===== src/rtl/tec_consts.svh =====
// Register offsets, field positions, reset values and timing counts of the event timer.
`ifndef TEC_CONSTS_SVH
`define TEC_CONSTS_SVH
`define TEC_OFS_COUNT 12'h000
`define TEC_OFS_PRELOAD 12'h004
`define TEC_OFS_CTRL 12'h008
`define TEC_OFS_IRQ 12'h00c
`define TEC_OFS_STATUS 12'h010
`define TEC_CTRL_MODE_HI 7
`define TEC_CTRL_MODE_LO 6
`define TEC_CTRL_RUN 4
`define TEC_CTRL_EDGE 3
`define TEC_CTRL_PSC_HI 2
`define TEC_CTRL_PSC_LO 0
`define TEC_CTRL_RESET 8'h08
`define TEC_CTRL_WMASK 8'hdf
`define TEC_PRELOAD_RESET 8'h00
`define TEC_COUNT_FULL 8'hff
`define TEC_CLK_DIV4 4
`define TEC_SLOW_SYNC_DEPTH 2
`endif


===== src/rtl/tec_pkg.sv =====
// Types shared by the event timer files.
package tec_pkg;
    typedef enum logic [1:0] {
        TEC_MODE_NONE = 2'b00,
        TEC_MODE_EVENT = 2'b01,
        TEC_MODE_TIMER = 2'b10,
        TEC_MODE_PULSE = 2'b11
    } tec_mode_e;
    typedef enum logic [1:0] {
        TEC_CLK_SYS = 2'b00,
        TEC_CLK_SYS_DIV4 = 2'b01,
        TEC_CLK_SLOW = 2'b10
    } tec_clksel_e;
    typedef enum logic [1:0] {
        TEC_PW_IDLE = 2'b00,
        TEC_PW_WAIT = 2'b01,
        TEC_PW_MEASURE = 2'b10
    } tec_pw_e;
endpackage


===== src/rtl/tec_tick_if.sv =====
// Prescaled count tick carried from the prescaler to the timer core.
`timescale 1ns/100ps
interface tec_tick_if;
    logic [2:0] psc_sel;
    logic clear;
    logic tick;
    modport core (output psc_sel, output clear, input tick);
    modport psc (input psc_sel, input clear, output tick);
endinterface


===== src/rtl/tec_prescaler.sv =====
// Internal count clock selection and power-of-two prescaler.
`timescale 1ns/100ps
`include "tec_consts.svh"
module tec_prescaler (
    input wire logic mclk,
    input wire logic rst_b,
    input wire tec_pkg::tec_clksel_e clk_sel,
    input wire logic slow_rc_osc,
    input wire logic stall,
    tec_tick_if.psc tk
);
    import tec_pkg::*;
    typedef struct packed {
        logic [1:0] div4;
        logic [1:0] slow_sync;
        logic slow_d;
        logic [6:0] psc;
    } tec_psc_s;
    tec_psc_s st_r;
    tec_psc_s st_nxt;
    logic src_en;
    logic [7:0] psc_ext;
    always_comb begin
        st_nxt = st_r;
        src_en = 1'b0;
        st_nxt.slow_sync = {st_r.slow_sync[0], slow_rc_osc};
        st_nxt.slow_d = st_r.slow_sync[1];
        st_nxt.div4 = st_r.div4 + 2'h1;
        // Source enable pulse from the chosen internal clock.
        case (clk_sel)
            TEC_CLK_SYS: src_en = 1'b1;
            TEC_CLK_SYS_DIV4: src_en = (st_r.div4 == 2'h3);
            TEC_CLK_SLOW: src_en = st_r.slow_d & ~st_r.slow_sync[1];
            default: src_en = 1'b0;
        endcase
        psc_ext = {1'b0, st_r.psc} + 8'h01;
        tk.tick = 1'b0;
        if (tk.clear) begin
            st_nxt.psc = 7'h00;
        end else if (src_en && !stall) begin
            st_nxt.psc = psc_ext[6:0];
            // Tick marks the falling half of the divided clock, one pulse per period.
            tk.tick = ((psc_ext & ((8'h01 << tk.psc_sel) - 8'h01)) == 8'h00);
        end
    end
    always_ff @(posedge mclk) begin
        if (!rst_b) begin
            st_r <= '0;
        end else begin
            st_r <= st_nxt;
        end
    end
endmodule // tec_prescaler


===== src/rtl/tec_timer.sv =====
// 8-bit count-up timer and event counter with preload, reached over APB.
//
// Contract
// - Counter adds one per qualifying prescaled tick or external edge.
// - At FFH overflow raise request, reload preload, keep counting.
// - Preload write while stopped also loads the counter at once.
// - Preload write while running waits for the next overflow reload.
// - Control bits 7:6 pick none, event, timer or pulse width mode.
// - Control bit 4 runs counting when set, holds value when clear.
// - Control bit 5 is unimplemented and reads zero.
// - Control bits 2:0 divide the internal clock by two to that power.
// - External clocking ignores the prescaler; each qualifying edge counts.
// - Event mode edge select 0 counts rising, 1 counts falling edges.
// - Pulse mode edge select 0 measures low pulse, 1 measures high pulse.
// - Timer mode advances on each falling edge of the prescaled clock.
// - Overflow serves as a wake-up source out of power-down.
// - Overflow request is forwarded only while its enable bit is set.
// - Event mode uses the external pin unprescaled as count clock.
// - Event mode counts during sleep; overflow then interrupts and wakes.
// - Pulse mode waits for edge, clears run bit at return, ignores rest.
// - Counting is inhibited during counter reads and preload writes.
`timescale 1ns/100ps
`include "tec_consts.svh"
module tec_timer (
    input wire logic mclk,
    input wire logic rst_b,
    input wire logic psel,
    input wire logic penable,
    input wire logic pwrite,
    input wire logic [11:0] paddr,
    input wire logic [31:0] pwdata,
    output logic [31:0] prdata,
    output logic pready,
    output logic pslverr,
    input wire tec_pkg::tec_clksel_e clk_sel,
    input wire logic slow_rc_osc,
    input wire logic ext_count_pin,
    input wire logic sleep,
    output logic overflow_irq,
    output logic wake_req
);
    import tec_pkg::*;
    typedef struct packed {
        logic [7:0] count;
        logic [7:0] preload;
        logic [7:0] ctrl;
        logic irq_en;
        logic irq_flag;
        logic [1:0] pin_sync;
        logic pin_d;
        tec_pw_e pw;
        logic [31:0] rdata;
    } tec_core_s;
    tec_core_s st_r;
    tec_core_s st_nxt;
    tec_tick_if tk ();
    logic acc;
    logic wr;
    logic rd;
    logic rd_setup;
    logic hit;
    logic inhibit;
    logic rise;
    logic fall;
    logic act_edge;
    logic stop_edge;
    logic inc;
    logic ovf;
    logic [7:0] wb;
    tec_mode_e mode;
    tec_prescaler u_psc (
        .mclk(mclk),
        .rst_b(rst_b),
        .clk_sel(clk_sel),
        .slow_rc_osc(slow_rc_osc),
        .stall(inhibit),
        .tk(tk)
    );
    assign pready = 1'b1;
    assign prdata = st_r.rdata;
    assign overflow_irq = st_r.irq_flag & st_r.irq_en;
    assign wake_req = overflow_irq & sleep;
    always_comb begin
        st_nxt = st_r;
        acc = psel & penable;
        wr = acc & pwrite;
        rd = acc & ~pwrite;
        rd_setup = psel & ~penable & ~pwrite;
        wb = pwdata[7:0];
        hit = (paddr == `TEC_OFS_COUNT) || (paddr == `TEC_OFS_PRELOAD)
            || (paddr == `TEC_OFS_CTRL) || (paddr == `TEC_OFS_IRQ)
            || (paddr == `TEC_OFS_STATUS);
        pslverr = acc & ~hit;
        // Freezing the count around the access keeps the value software sees coherent.
        inhibit = (psel && !pwrite && paddr == `TEC_OFS_COUNT)
            || (wr && paddr == `TEC_OFS_PRELOAD);
        mode = tec_mode_e'(st_r.ctrl[`TEC_CTRL_MODE_HI:`TEC_CTRL_MODE_LO]);
        tk.psc_sel = st_r.ctrl[`TEC_CTRL_PSC_HI:`TEC_CTRL_PSC_LO];
        tk.clear = ~st_r.ctrl[`TEC_CTRL_RUN] | (mode != TEC_MODE_TIMER && mode != TEC_MODE_PULSE);
        st_nxt.pin_sync = {st_r.pin_sync[0], ext_count_pin};
        st_nxt.pin_d = st_r.pin_sync[1];
        rise = st_r.pin_sync[1] & ~st_r.pin_d;
        fall = ~st_r.pin_sync[1] & st_r.pin_d;
        act_edge = st_r.ctrl[`TEC_CTRL_EDGE] ? rise : fall;
        stop_edge = st_r.ctrl[`TEC_CTRL_EDGE] ? fall : rise;
        inc = 1'b0;
        if (st_r.ctrl[`TEC_CTRL_RUN] && !inhibit) begin
            case (mode)
                TEC_MODE_EVENT: inc = st_r.ctrl[`TEC_CTRL_EDGE] ? fall : rise;
                TEC_MODE_TIMER: inc = tk.tick;
                TEC_MODE_PULSE: inc = (st_r.pw == TEC_PW_MEASURE) & tk.tick & ~stop_edge;
                default: inc = 1'b0;
            endcase
        end
        // Pulse width sequencer: arm on run, measure between edges, then self-stop.
        if (!st_r.ctrl[`TEC_CTRL_RUN] || mode != TEC_MODE_PULSE) begin
            st_nxt.pw = TEC_PW_IDLE;
        end else begin
            case (st_r.pw)
                TEC_PW_IDLE: st_nxt.pw = TEC_PW_WAIT;
                TEC_PW_WAIT: if (act_edge) st_nxt.pw = TEC_PW_MEASURE;
                TEC_PW_MEASURE: begin
                    if (stop_edge) begin
                        st_nxt.pw = TEC_PW_IDLE;
                        st_nxt.ctrl[`TEC_CTRL_RUN] = 1'b0;
                    end
                end
                default: st_nxt.pw = TEC_PW_IDLE;
            endcase
        end
        ovf = inc && (st_r.count == `TEC_COUNT_FULL);
        if (inc) begin
            st_nxt.count = ovf ? st_r.preload : st_r.count + 8'h01;
        end
        if (wr) begin
            if (paddr == `TEC_OFS_PRELOAD) begin
                st_nxt.preload = wb;
                if (!st_r.ctrl[`TEC_CTRL_RUN]) begin
                    st_nxt.count = wb;
                end
            end else if (paddr == `TEC_OFS_CTRL) begin
                st_nxt.ctrl = wb & `TEC_CTRL_WMASK;
                if (!wb[`TEC_CTRL_RUN]) begin
                    st_nxt.pw = TEC_PW_IDLE;
                end
            end else if (paddr == `TEC_OFS_IRQ) begin
                st_nxt.irq_en = wb[0];
            end else if (paddr == `TEC_OFS_STATUS) begin
                if (wb[0]) begin
                    st_nxt.irq_flag = 1'b0;
                end
            end
        end
        if (ovf) begin
            st_nxt.irq_flag = 1'b1;
        end
        // Read data is captured in the setup cycle so that it stands through the access phase.
        if (rd_setup) begin
            if (paddr == `TEC_OFS_COUNT) begin
                st_nxt.rdata = {24'h000000, st_r.count};
            end else if (paddr == `TEC_OFS_PRELOAD) begin
                st_nxt.rdata = {24'h000000, st_r.preload};
            end else if (paddr == `TEC_OFS_CTRL) begin
                st_nxt.rdata = {24'h000000, st_r.ctrl & `TEC_CTRL_WMASK};
            end else if (paddr == `TEC_OFS_IRQ) begin
                st_nxt.rdata = {31'h0, st_r.irq_en};
            end else if (paddr == `TEC_OFS_STATUS) begin
                st_nxt.rdata = {29'h0, st_r.pw, st_r.irq_flag};
            end else begin
                st_nxt.rdata = 32'h00000000;
            end
        end
    end
    always_ff @(posedge mclk) begin
        if (!rst_b) begin
            st_r <= '0;
            st_r.ctrl <= `TEC_CTRL_RESET;
            st_r.preload <= `TEC_PRELOAD_RESET;
        end else begin
            st_r <= st_nxt;
        end
    end

    property p_reload;
        @(posedge mclk) disable iff (!rst_b)
        ovf |=> (st_r.count == $past(st_r.preload)) && st_r.irq_flag;
    endproperty
    a_reload: assert property (p_reload) else $error("overflow did not reload");
    property p_inc;
        @(posedge mclk) disable iff (!rst_b)
        (inc && !ovf && !(wr && paddr == `TEC_OFS_PRELOAD))
            |=> st_r.count == $past(st_r.count) + 8'h01;
    endproperty
    a_inc: assert property (p_inc) else $error("count did not step by one");
    property p_stopped_load;
        @(posedge mclk) disable iff (!rst_b)
        (wr && paddr == `TEC_OFS_PRELOAD && !st_r.ctrl[`TEC_CTRL_RUN])
            |=> st_r.count == $past(wb);
    endproperty
    a_stopped_load: assert property (p_stopped_load) else $error("stopped preload not loaded");
    property p_hold;
        @(posedge mclk) disable iff (!rst_b)
        (!st_r.ctrl[`TEC_CTRL_RUN] && !wr) |=> st_r.count == $past(st_r.count);
    endproperty
    a_hold: assert property (p_hold) else $error("count moved while stopped");
    property p_bit5;
        @(posedge mclk) disable iff (!rst_b)
        st_r.ctrl[5] == 1'b0;
    endproperty
    a_bit5: assert property (p_bit5) else $error("control bit 5 set");
    property p_inhibit;
        @(posedge mclk) disable iff (!rst_b)
        (rd && paddr == `TEC_OFS_COUNT) |=> st_r.count == $past(st_r.count);
    endproperty
    a_inhibit: assert property (p_inhibit) else $error("count moved during read");
    property p_irq_gate;
        @(posedge mclk) disable iff (!rst_b)
        !st_r.irq_en |-> !overflow_irq;
    endproperty
    a_irq_gate: assert property (p_irq_gate) else $error("masked request forwarded");
    property p_pw_stop;
        @(posedge mclk) disable iff (!rst_b)
        (st_r.pw == TEC_PW_MEASURE && stop_edge && mode == TEC_MODE_PULSE && !wr)
            |=> !st_r.ctrl[`TEC_CTRL_RUN] ##1 !st_r.ctrl[`TEC_CTRL_RUN] || wr;
    endproperty
    a_pw_stop: assert property (p_pw_stop) else $error("pulse capture did not stop");
    property p_event;
        @(posedge mclk) disable iff (!rst_b)
        (mode == TEC_MODE_EVENT && st_r.ctrl[`TEC_CTRL_RUN] && !inhibit
            && !st_r.ctrl[`TEC_CTRL_EDGE] && rise && !wr)
            |=> st_r.count == (($past(st_r.count) == `TEC_COUNT_FULL) ? $past(st_r.preload)
                : $past(st_r.count) + 8'h01);
    endproperty
    a_event: assert property (p_event) else $error("rising edge not counted");
    property p_event_fall;
        @(posedge mclk) disable iff (!rst_b)
        (mode == TEC_MODE_EVENT && st_r.ctrl[`TEC_CTRL_RUN] && !inhibit
            && st_r.ctrl[`TEC_CTRL_EDGE] && fall && !wr)
            |=> st_r.count == (($past(st_r.count) == `TEC_COUNT_FULL) ? $past(st_r.preload)
                : $past(st_r.count) + 8'h01);
    endproperty
    a_event_fall: assert property (p_event_fall) else $error("falling edge not counted");
    property p_event_noedge;
        @(posedge mclk) disable iff (!rst_b)
        (mode == TEC_MODE_EVENT && !rise && !fall) |-> !inc;
    endproperty
    a_event_noedge: assert property (p_event_noedge) else $error("event count without edge");
    property p_run_load;
        @(posedge mclk) disable iff (!rst_b)
        (wr && paddr == `TEC_OFS_PRELOAD && st_r.ctrl[`TEC_CTRL_RUN])
            |=> st_r.preload == $past(wb) && st_r.count == $past(st_r.count);
    endproperty
    a_run_load: assert property (p_run_load) else $error("running preload write wrong");
    property p_timer_only_tick;
        @(posedge mclk) disable iff (!rst_b)
        (mode == TEC_MODE_TIMER && !tk.tick) |-> !inc;
    endproperty
    a_timer_only_tick: assert property (p_timer_only_tick) else $error("timer stepped off tick");
    property p_mode_none;
        @(posedge mclk) disable iff (!rst_b)
        (mode == TEC_MODE_NONE) |-> !inc;
    endproperty
    a_mode_none: assert property (p_mode_none) else $error("count moved with no mode");
    property p_pw_wait;
        @(posedge mclk) disable iff (!rst_b)
        (mode == TEC_MODE_PULSE && st_r.pw != TEC_PW_MEASURE) |-> !inc;
    endproperty
    a_pw_wait: assert property (p_pw_wait) else $error("pulse counted before edge");
    property p_pw_arm;
        @(posedge mclk) disable iff (!rst_b)
        (mode == TEC_MODE_PULSE && st_r.ctrl[`TEC_CTRL_RUN] && st_r.pw == TEC_PW_WAIT
            && act_edge && !wr) |=> st_r.pw == TEC_PW_MEASURE;
    endproperty
    a_pw_arm: assert property (p_pw_arm) else $error("active edge did not start capture");
    property p_irq_level;
        @(posedge mclk) disable iff (!rst_b)
        (st_r.irq_en && st_r.irq_flag) |-> overflow_irq;
    endproperty
    a_irq_level: assert property (p_irq_level) else $error("enabled request not forwarded");
    property p_wake;
        @(posedge mclk) disable iff (!rst_b)
        (overflow_irq && sleep) |-> wake_req;
    endproperty
    a_wake: assert property (p_wake) else $error("overflow in sleep did not wake");
    property p_no_wake;
        @(posedge mclk) disable iff (!rst_b)
        !sleep |-> !wake_req;
    endproperty
    a_no_wake: assert property (p_no_wake) else $error("wake raised while awake");
    property p_flag_hold;
        @(posedge mclk) disable iff (!rst_b)
        (st_r.irq_flag && !(wr && paddr == `TEC_OFS_STATUS && wb[0])) |=> st_r.irq_flag;
    endproperty
    a_flag_hold: assert property (p_flag_hold) else $error("overflow flag lost");
    property p_rd_stall;
        @(posedge mclk) disable iff (!rst_b)
        (psel && !pwrite && paddr == `TEC_OFS_COUNT) |=> st_r.count == $past(st_r.count);
    endproperty
    a_rd_stall: assert property (p_rd_stall) else $error("count moved during read");
    property p_rd_capture;
        @(posedge mclk) disable iff (!rst_b)
        (psel && !penable && !pwrite && paddr == `TEC_OFS_COUNT)
            |=> st_r.rdata == {24'h000000, $past(st_r.count)};
    endproperty
    a_rd_capture: assert property (p_rd_capture) else $error("count read not captured");
    property p_rise_sync;
        @(posedge mclk) disable iff (!rst_b)
        rise |-> $past(ext_count_pin, 2);
    endproperty
    a_rise_sync: assert property (p_rise_sync) else $error("rise not from synced pin");
    property p_fall_sync;
        @(posedge mclk) disable iff (!rst_b)
        fall |-> !$past(ext_count_pin, 2);
    endproperty
    a_fall_sync: assert property (p_fall_sync) else $error("fall not from synced pin");
endmodule // tec_timer


===== config.mk =====
export PLATFORM = sky130hd
export DESIGN_NAME = tec_timer
export DESIGN_NICKNAME = d
export VERILOG_FILES = /design/src/rtl/tec_pkg.sv /design/src/rtl/tec_tick_if.sv /design/src/rtl/tec_prescaler.sv /design/src/rtl/tec_timer.sv
export VERILOG_INCLUDE_DIRS = /design/src /design/src/rtl
export SDC_FILE = /design/constraint.sdc
export NUM_CORES = 1
export LEC_CHECK = 0
export ABC_AREA = 1
export BUFFER_PORTS_ARGS = -buffer_cell sky130_fd_sc_hd__buf_2
export CORE_MARGIN = 2
export CORE_UTILIZATION = 48
export CTS_BUF_LIST = sky130_fd_sc_hd__clkbuf_16
export DETAILED_ROUTE_END_ITERATION = 16
export PLACE_DENSITY = 0.75
export SYNTH_ARGS = -nofsm -noshare
export SYNTH_HDL_FRONTEND = slang
export SYNTH_SLANG_ARGS = --single-unit

===== constraint.sdc =====
create_clock -name mclk -period 2.3 [get_ports mclk]
set_clock_uncertainty 0.1 [all_clocks]
set_input_delay 0 -clock mclk [delete_from_list [all_inputs] [get_ports mclk]]
set_output_delay 0 -clock mclk [all_outputs]
set_load 0.02 [all_outputs]

==> results.yml <==
power_and_ir_drop:
  sw_frac_of_total: 0.235
  power.density_nw_per_um2: 538
  power.switching_w: 0.000444
  max-vdd-ir-drop_mv: 0.375
  p_leak_nw: 1.66
  seq_power_share: 0.467
  combPwrFrac: 0.090
  intPower_w: 0.00144
  pwr-share-clk: 0.443
detailed_routing:
  viasPerCell: 5.03
  drc: 0
  wl_per_cell_um: 12.3
  wl_met3_um: 558
  wl_met2_um: 3440
  ant_nets: 0
  num_vias: 2973
  firstDrtPassIters: 5
  drtIter0Drc: 243
  top_layer: "met4"
  wl_um: 7280
  m1WireLength_um: 3180
sta:
  final-hold-violation-count: 0
  setup-violations-final: 0
  whs_ps: 79.9
  relSlewSlack: 0.659
  grt_setup_unrepaired: "false"
  fin_ws_ps: 321
  post-route-period-util: 0.861
  drv_slew: 0
  max_freq_mhz: 505
  max_slew.worst_pin.slew_ps: 509
  fin_crit_ps: 1980
  tns_ps: 0
layout:
  final_util: 0.559
  layout.nets: 570
  syn2layout_area_growth_pct: 13.9
  nFillCells: 626
  drive_gt1_frac: 0.142
  diodes: 0
critical_path:
  criticalPathCategory: "input pin to flip-flop"
  path_max_fanout: 9
  r2r_end: "st_r[59]"
  crit_required_ps: 2380
  end_kind: "flip-flop"
  cp-start-kind: "input pin"
  worstReg2RegStart: "u_psc.st_r[0]"
  cp_data_arrival_time_ps: 2060
  regToRegSetupSlack_ps: 330
  rr_worst_depth: 13
clock_network:
  htree_levels: 2
  cts_tree: "yes"
  cts.sink_count: 50
  cts_made_buffers: 5
  clk_pin_slew_ps: 70
  cts_resized: 0
  clock_latency_ps: 290
  clockBufferDepth: 2
  cts_root_buffer: "clkbuf_16"
floorplanning:
  die_h_um: 84.1
  initial_utilization: 0.491
  ios: 90
  dieArea_um2: 7080
  core-area_um2: 6280
  chipWidth_um: 84.1
  rows: 29
synthesis:
  yosysWarnings: 0
  synthesis.area_um2: 3080
  yosysSeqAreaShare: 0.325
  yosysUniqueCellTypes: 42
  synth-seq-cells: 50
  syn_inst: 469
  syn_area_per_cell_um2: 6.57
worst_hold_path:
  hp-class: "input pin to flip-flop"
  hold_path_end: "st_r[37]"
  hold_path_depth: 5
  min_from: "paddr[5]"
grt:
  grt_first_pass_wirelength_um: 12000
  first_global_vias: 2690
  gr-total-overflow: 0
  track_usage: 0.208
  grt_max_degree: 25
  antenna_found_initial: 0
placed_design:
  detailedPlace.worstSlack_ps: 219
  dp_hpwl_um: 5230
  io_buffers: 40
  gp_congestion: 0.910
status:
  outcome: "finished clean"
job:
  cap_violations: 0
==> how the worst max path moves through the flow <==
stage                        from        to  cells after the start  slack (ps)
global route        u_psc.st_r[0]  st_r[58]                     14         120
floorplan           u_psc.st_r[0]  st_r[62]                     11         520
CTS                 u_psc.st_r[0]  st_r[59]                     10         200
global placement    u_psc.st_r[0]  st_r[62]                     10         270
finish                   paddr[7]  st_r[41]                     12         320
detailed placement  u_psc.st_r[0]  st_r[59]                     10         220
==> per-stage QoR <==
| step | power [W] | instance area, µm² | std cells |
|---|---|---|---|
| 2_1_floorplan | 0.00104 | 3170 | 492 |
| 3_3_place_gp | 0.00105 | 3200 | 569 |
| 3_5_place_dp | 0.00105 | 3200 | 569 |
| 4_1_cts | 0.00190 | 3490 | 590 |
| 5_1_grt | 0.00195 | 3510 | 591 |
| 6_report | 0.00189 | 3510 | 591 |
==> synthesized netlist by cell type (all sizes together) <==
cell type / instances / share of area
nand2: 90 / 0.11
inv: 81 / 0.099
nor2: 55 / 0.078
dfxtp: 50 / 0.32
buf: 38 / 0.090
o21ai: 37 / 0.064
a21oi: 33 / 0.054
nand3: 26 / 0.047
clkbuf: 6 / 0.0073
o22ai: 6 / 0.012
nand4: 5 / 0.012
or2: 5 / 0.010
xor2: 5 / 0.014
a31oi: 4 / 0.0081
nor3: 4 / 0.0081
o211ai: 4 / 0.0097
a211oi: 3 / 0.0073
ha: 3 / 0.012
conb: 2 / 0.0024
nand3b: 2 / 0.0049
o21bai: 2 / 0.0049
o31ai: 2 / 0.0049
a41oi: 1 / 0.0028
and3: 1 / 0.0020
o2111ai: 1 / 0.0028
o21a: 1 / 0.0024
o221ai: 1 / 0.0028
xnor2: 1 / 0.0028
==> power by group through the flow <==
stage                     registers [W]  logic [W]  clock network, W
after floorplan                0.000901   0.000142                 0
after global placement         0.000901   0.000149                 0
after detailed placement       0.000902   0.000151                 0
after CTS                      0.000882   0.000167          0.000849
after global routing           0.000883   0.000190          0.000881
final                          0.000882   0.000171          0.000836
==> timing repair <==
action	in CTS	in global routing
hold endpoints to repair	21	0
hold buffers	13	0
endpoints found under the setup margin	0	6
buffers inserted	0	1
==> kinds of logic (layout without fill, tap and decap cells) <==
| family | after synthesis | count (layout) | synth area share |
|---|---|---|---|
| xor+xnor | 6 | 6 | 0.0170 |
| simple gates | 188 | 188 | 0.272 |
| flops | 50 | 50 | 0.325 |
| buf+inv | 125 | 147 | 0.196 |
| compound gates | 95 | 95 | 0.175 |
| other cells | 2 | 25 | 0.00244 |
| fa+ha+maj | 3 | 3 | 0.0122 |
==> cell type report <==
type	count	area (µm²)	share of cell area
Sequential cell	50	1000	0.285
Tap cell	77	96.3	0.0274
Inverter	81	304	0.0866
Multi-Input combinational cell	317	1560	0.445
Clock inverter	3	41.3	0.0118
Clock buffer	5	125	0.0356
Timing Repair Buffer	58	380	0.108
==> flip-flops by register name, indices dropped and copies added, names as in the netlist <==
register,flops
mode,2
prdata,8
st_nxt,2
st_r,26
u_psc.st_nxt,2
u_psc.st_r,10
==> critical path, cell delays in order <==
cell and delay (ps):
buf_2 100, inv_1 40, nand2_1 50, nor2_2 110, nand2_1 100, nor2_4 190
nand2_1 280, nor2_4 250, inv_1 170, o21ai_0 160, dlygate4sd3_1 570, a21oi_1 40
==> per-layer routing <==
layer	vias to the layer above	track usage
met1	1315	0.269
met5	-	0
li1	1522	-
met2	127	0.351
met4	0	0.0630
met3	9	0.0413
==> cells in the final DEF (no fill, tap or decap), types with 2 or more instances in the layout <==
| cell | count |
|---|---|
| dfxtp_1 | 50 |
| a31oi_1 | 4 |
| a21oi_1 | 33 |
| nor2_1 | 48 |
| o31ai_1 | 2 |
| nor2_2 | 4 |
| nor3_1 | 3 |
| buf_4 | 4 |
| o22ai_1 | 6 |
| nor2_4 | 3 |
| conb_1 | 25 |
| nand2_1 | 89 |
| o21ai_1 | 7 |
| inv_2 | 4 |
| o21ai_0 | 29 |
| buf_2 | 40 |
| clkbuf_16 | 5 |
| a211oi_1 | 3 |
| nand3_2 | 3 |
| nand4_1 | 4 |
| or2_2 | 3 |
| dlygate4sd3_1 | 13 |
| o21bai_1 | 2 |
| inv_1 | 78 |
| nand3_1 | 23 |
| ha_1 | 3 |
| o211ai_1 | 4 |
| nand3b_1 | 2 |
| xor2_1 | 5 |
Power figures use the tool's default switching activity.
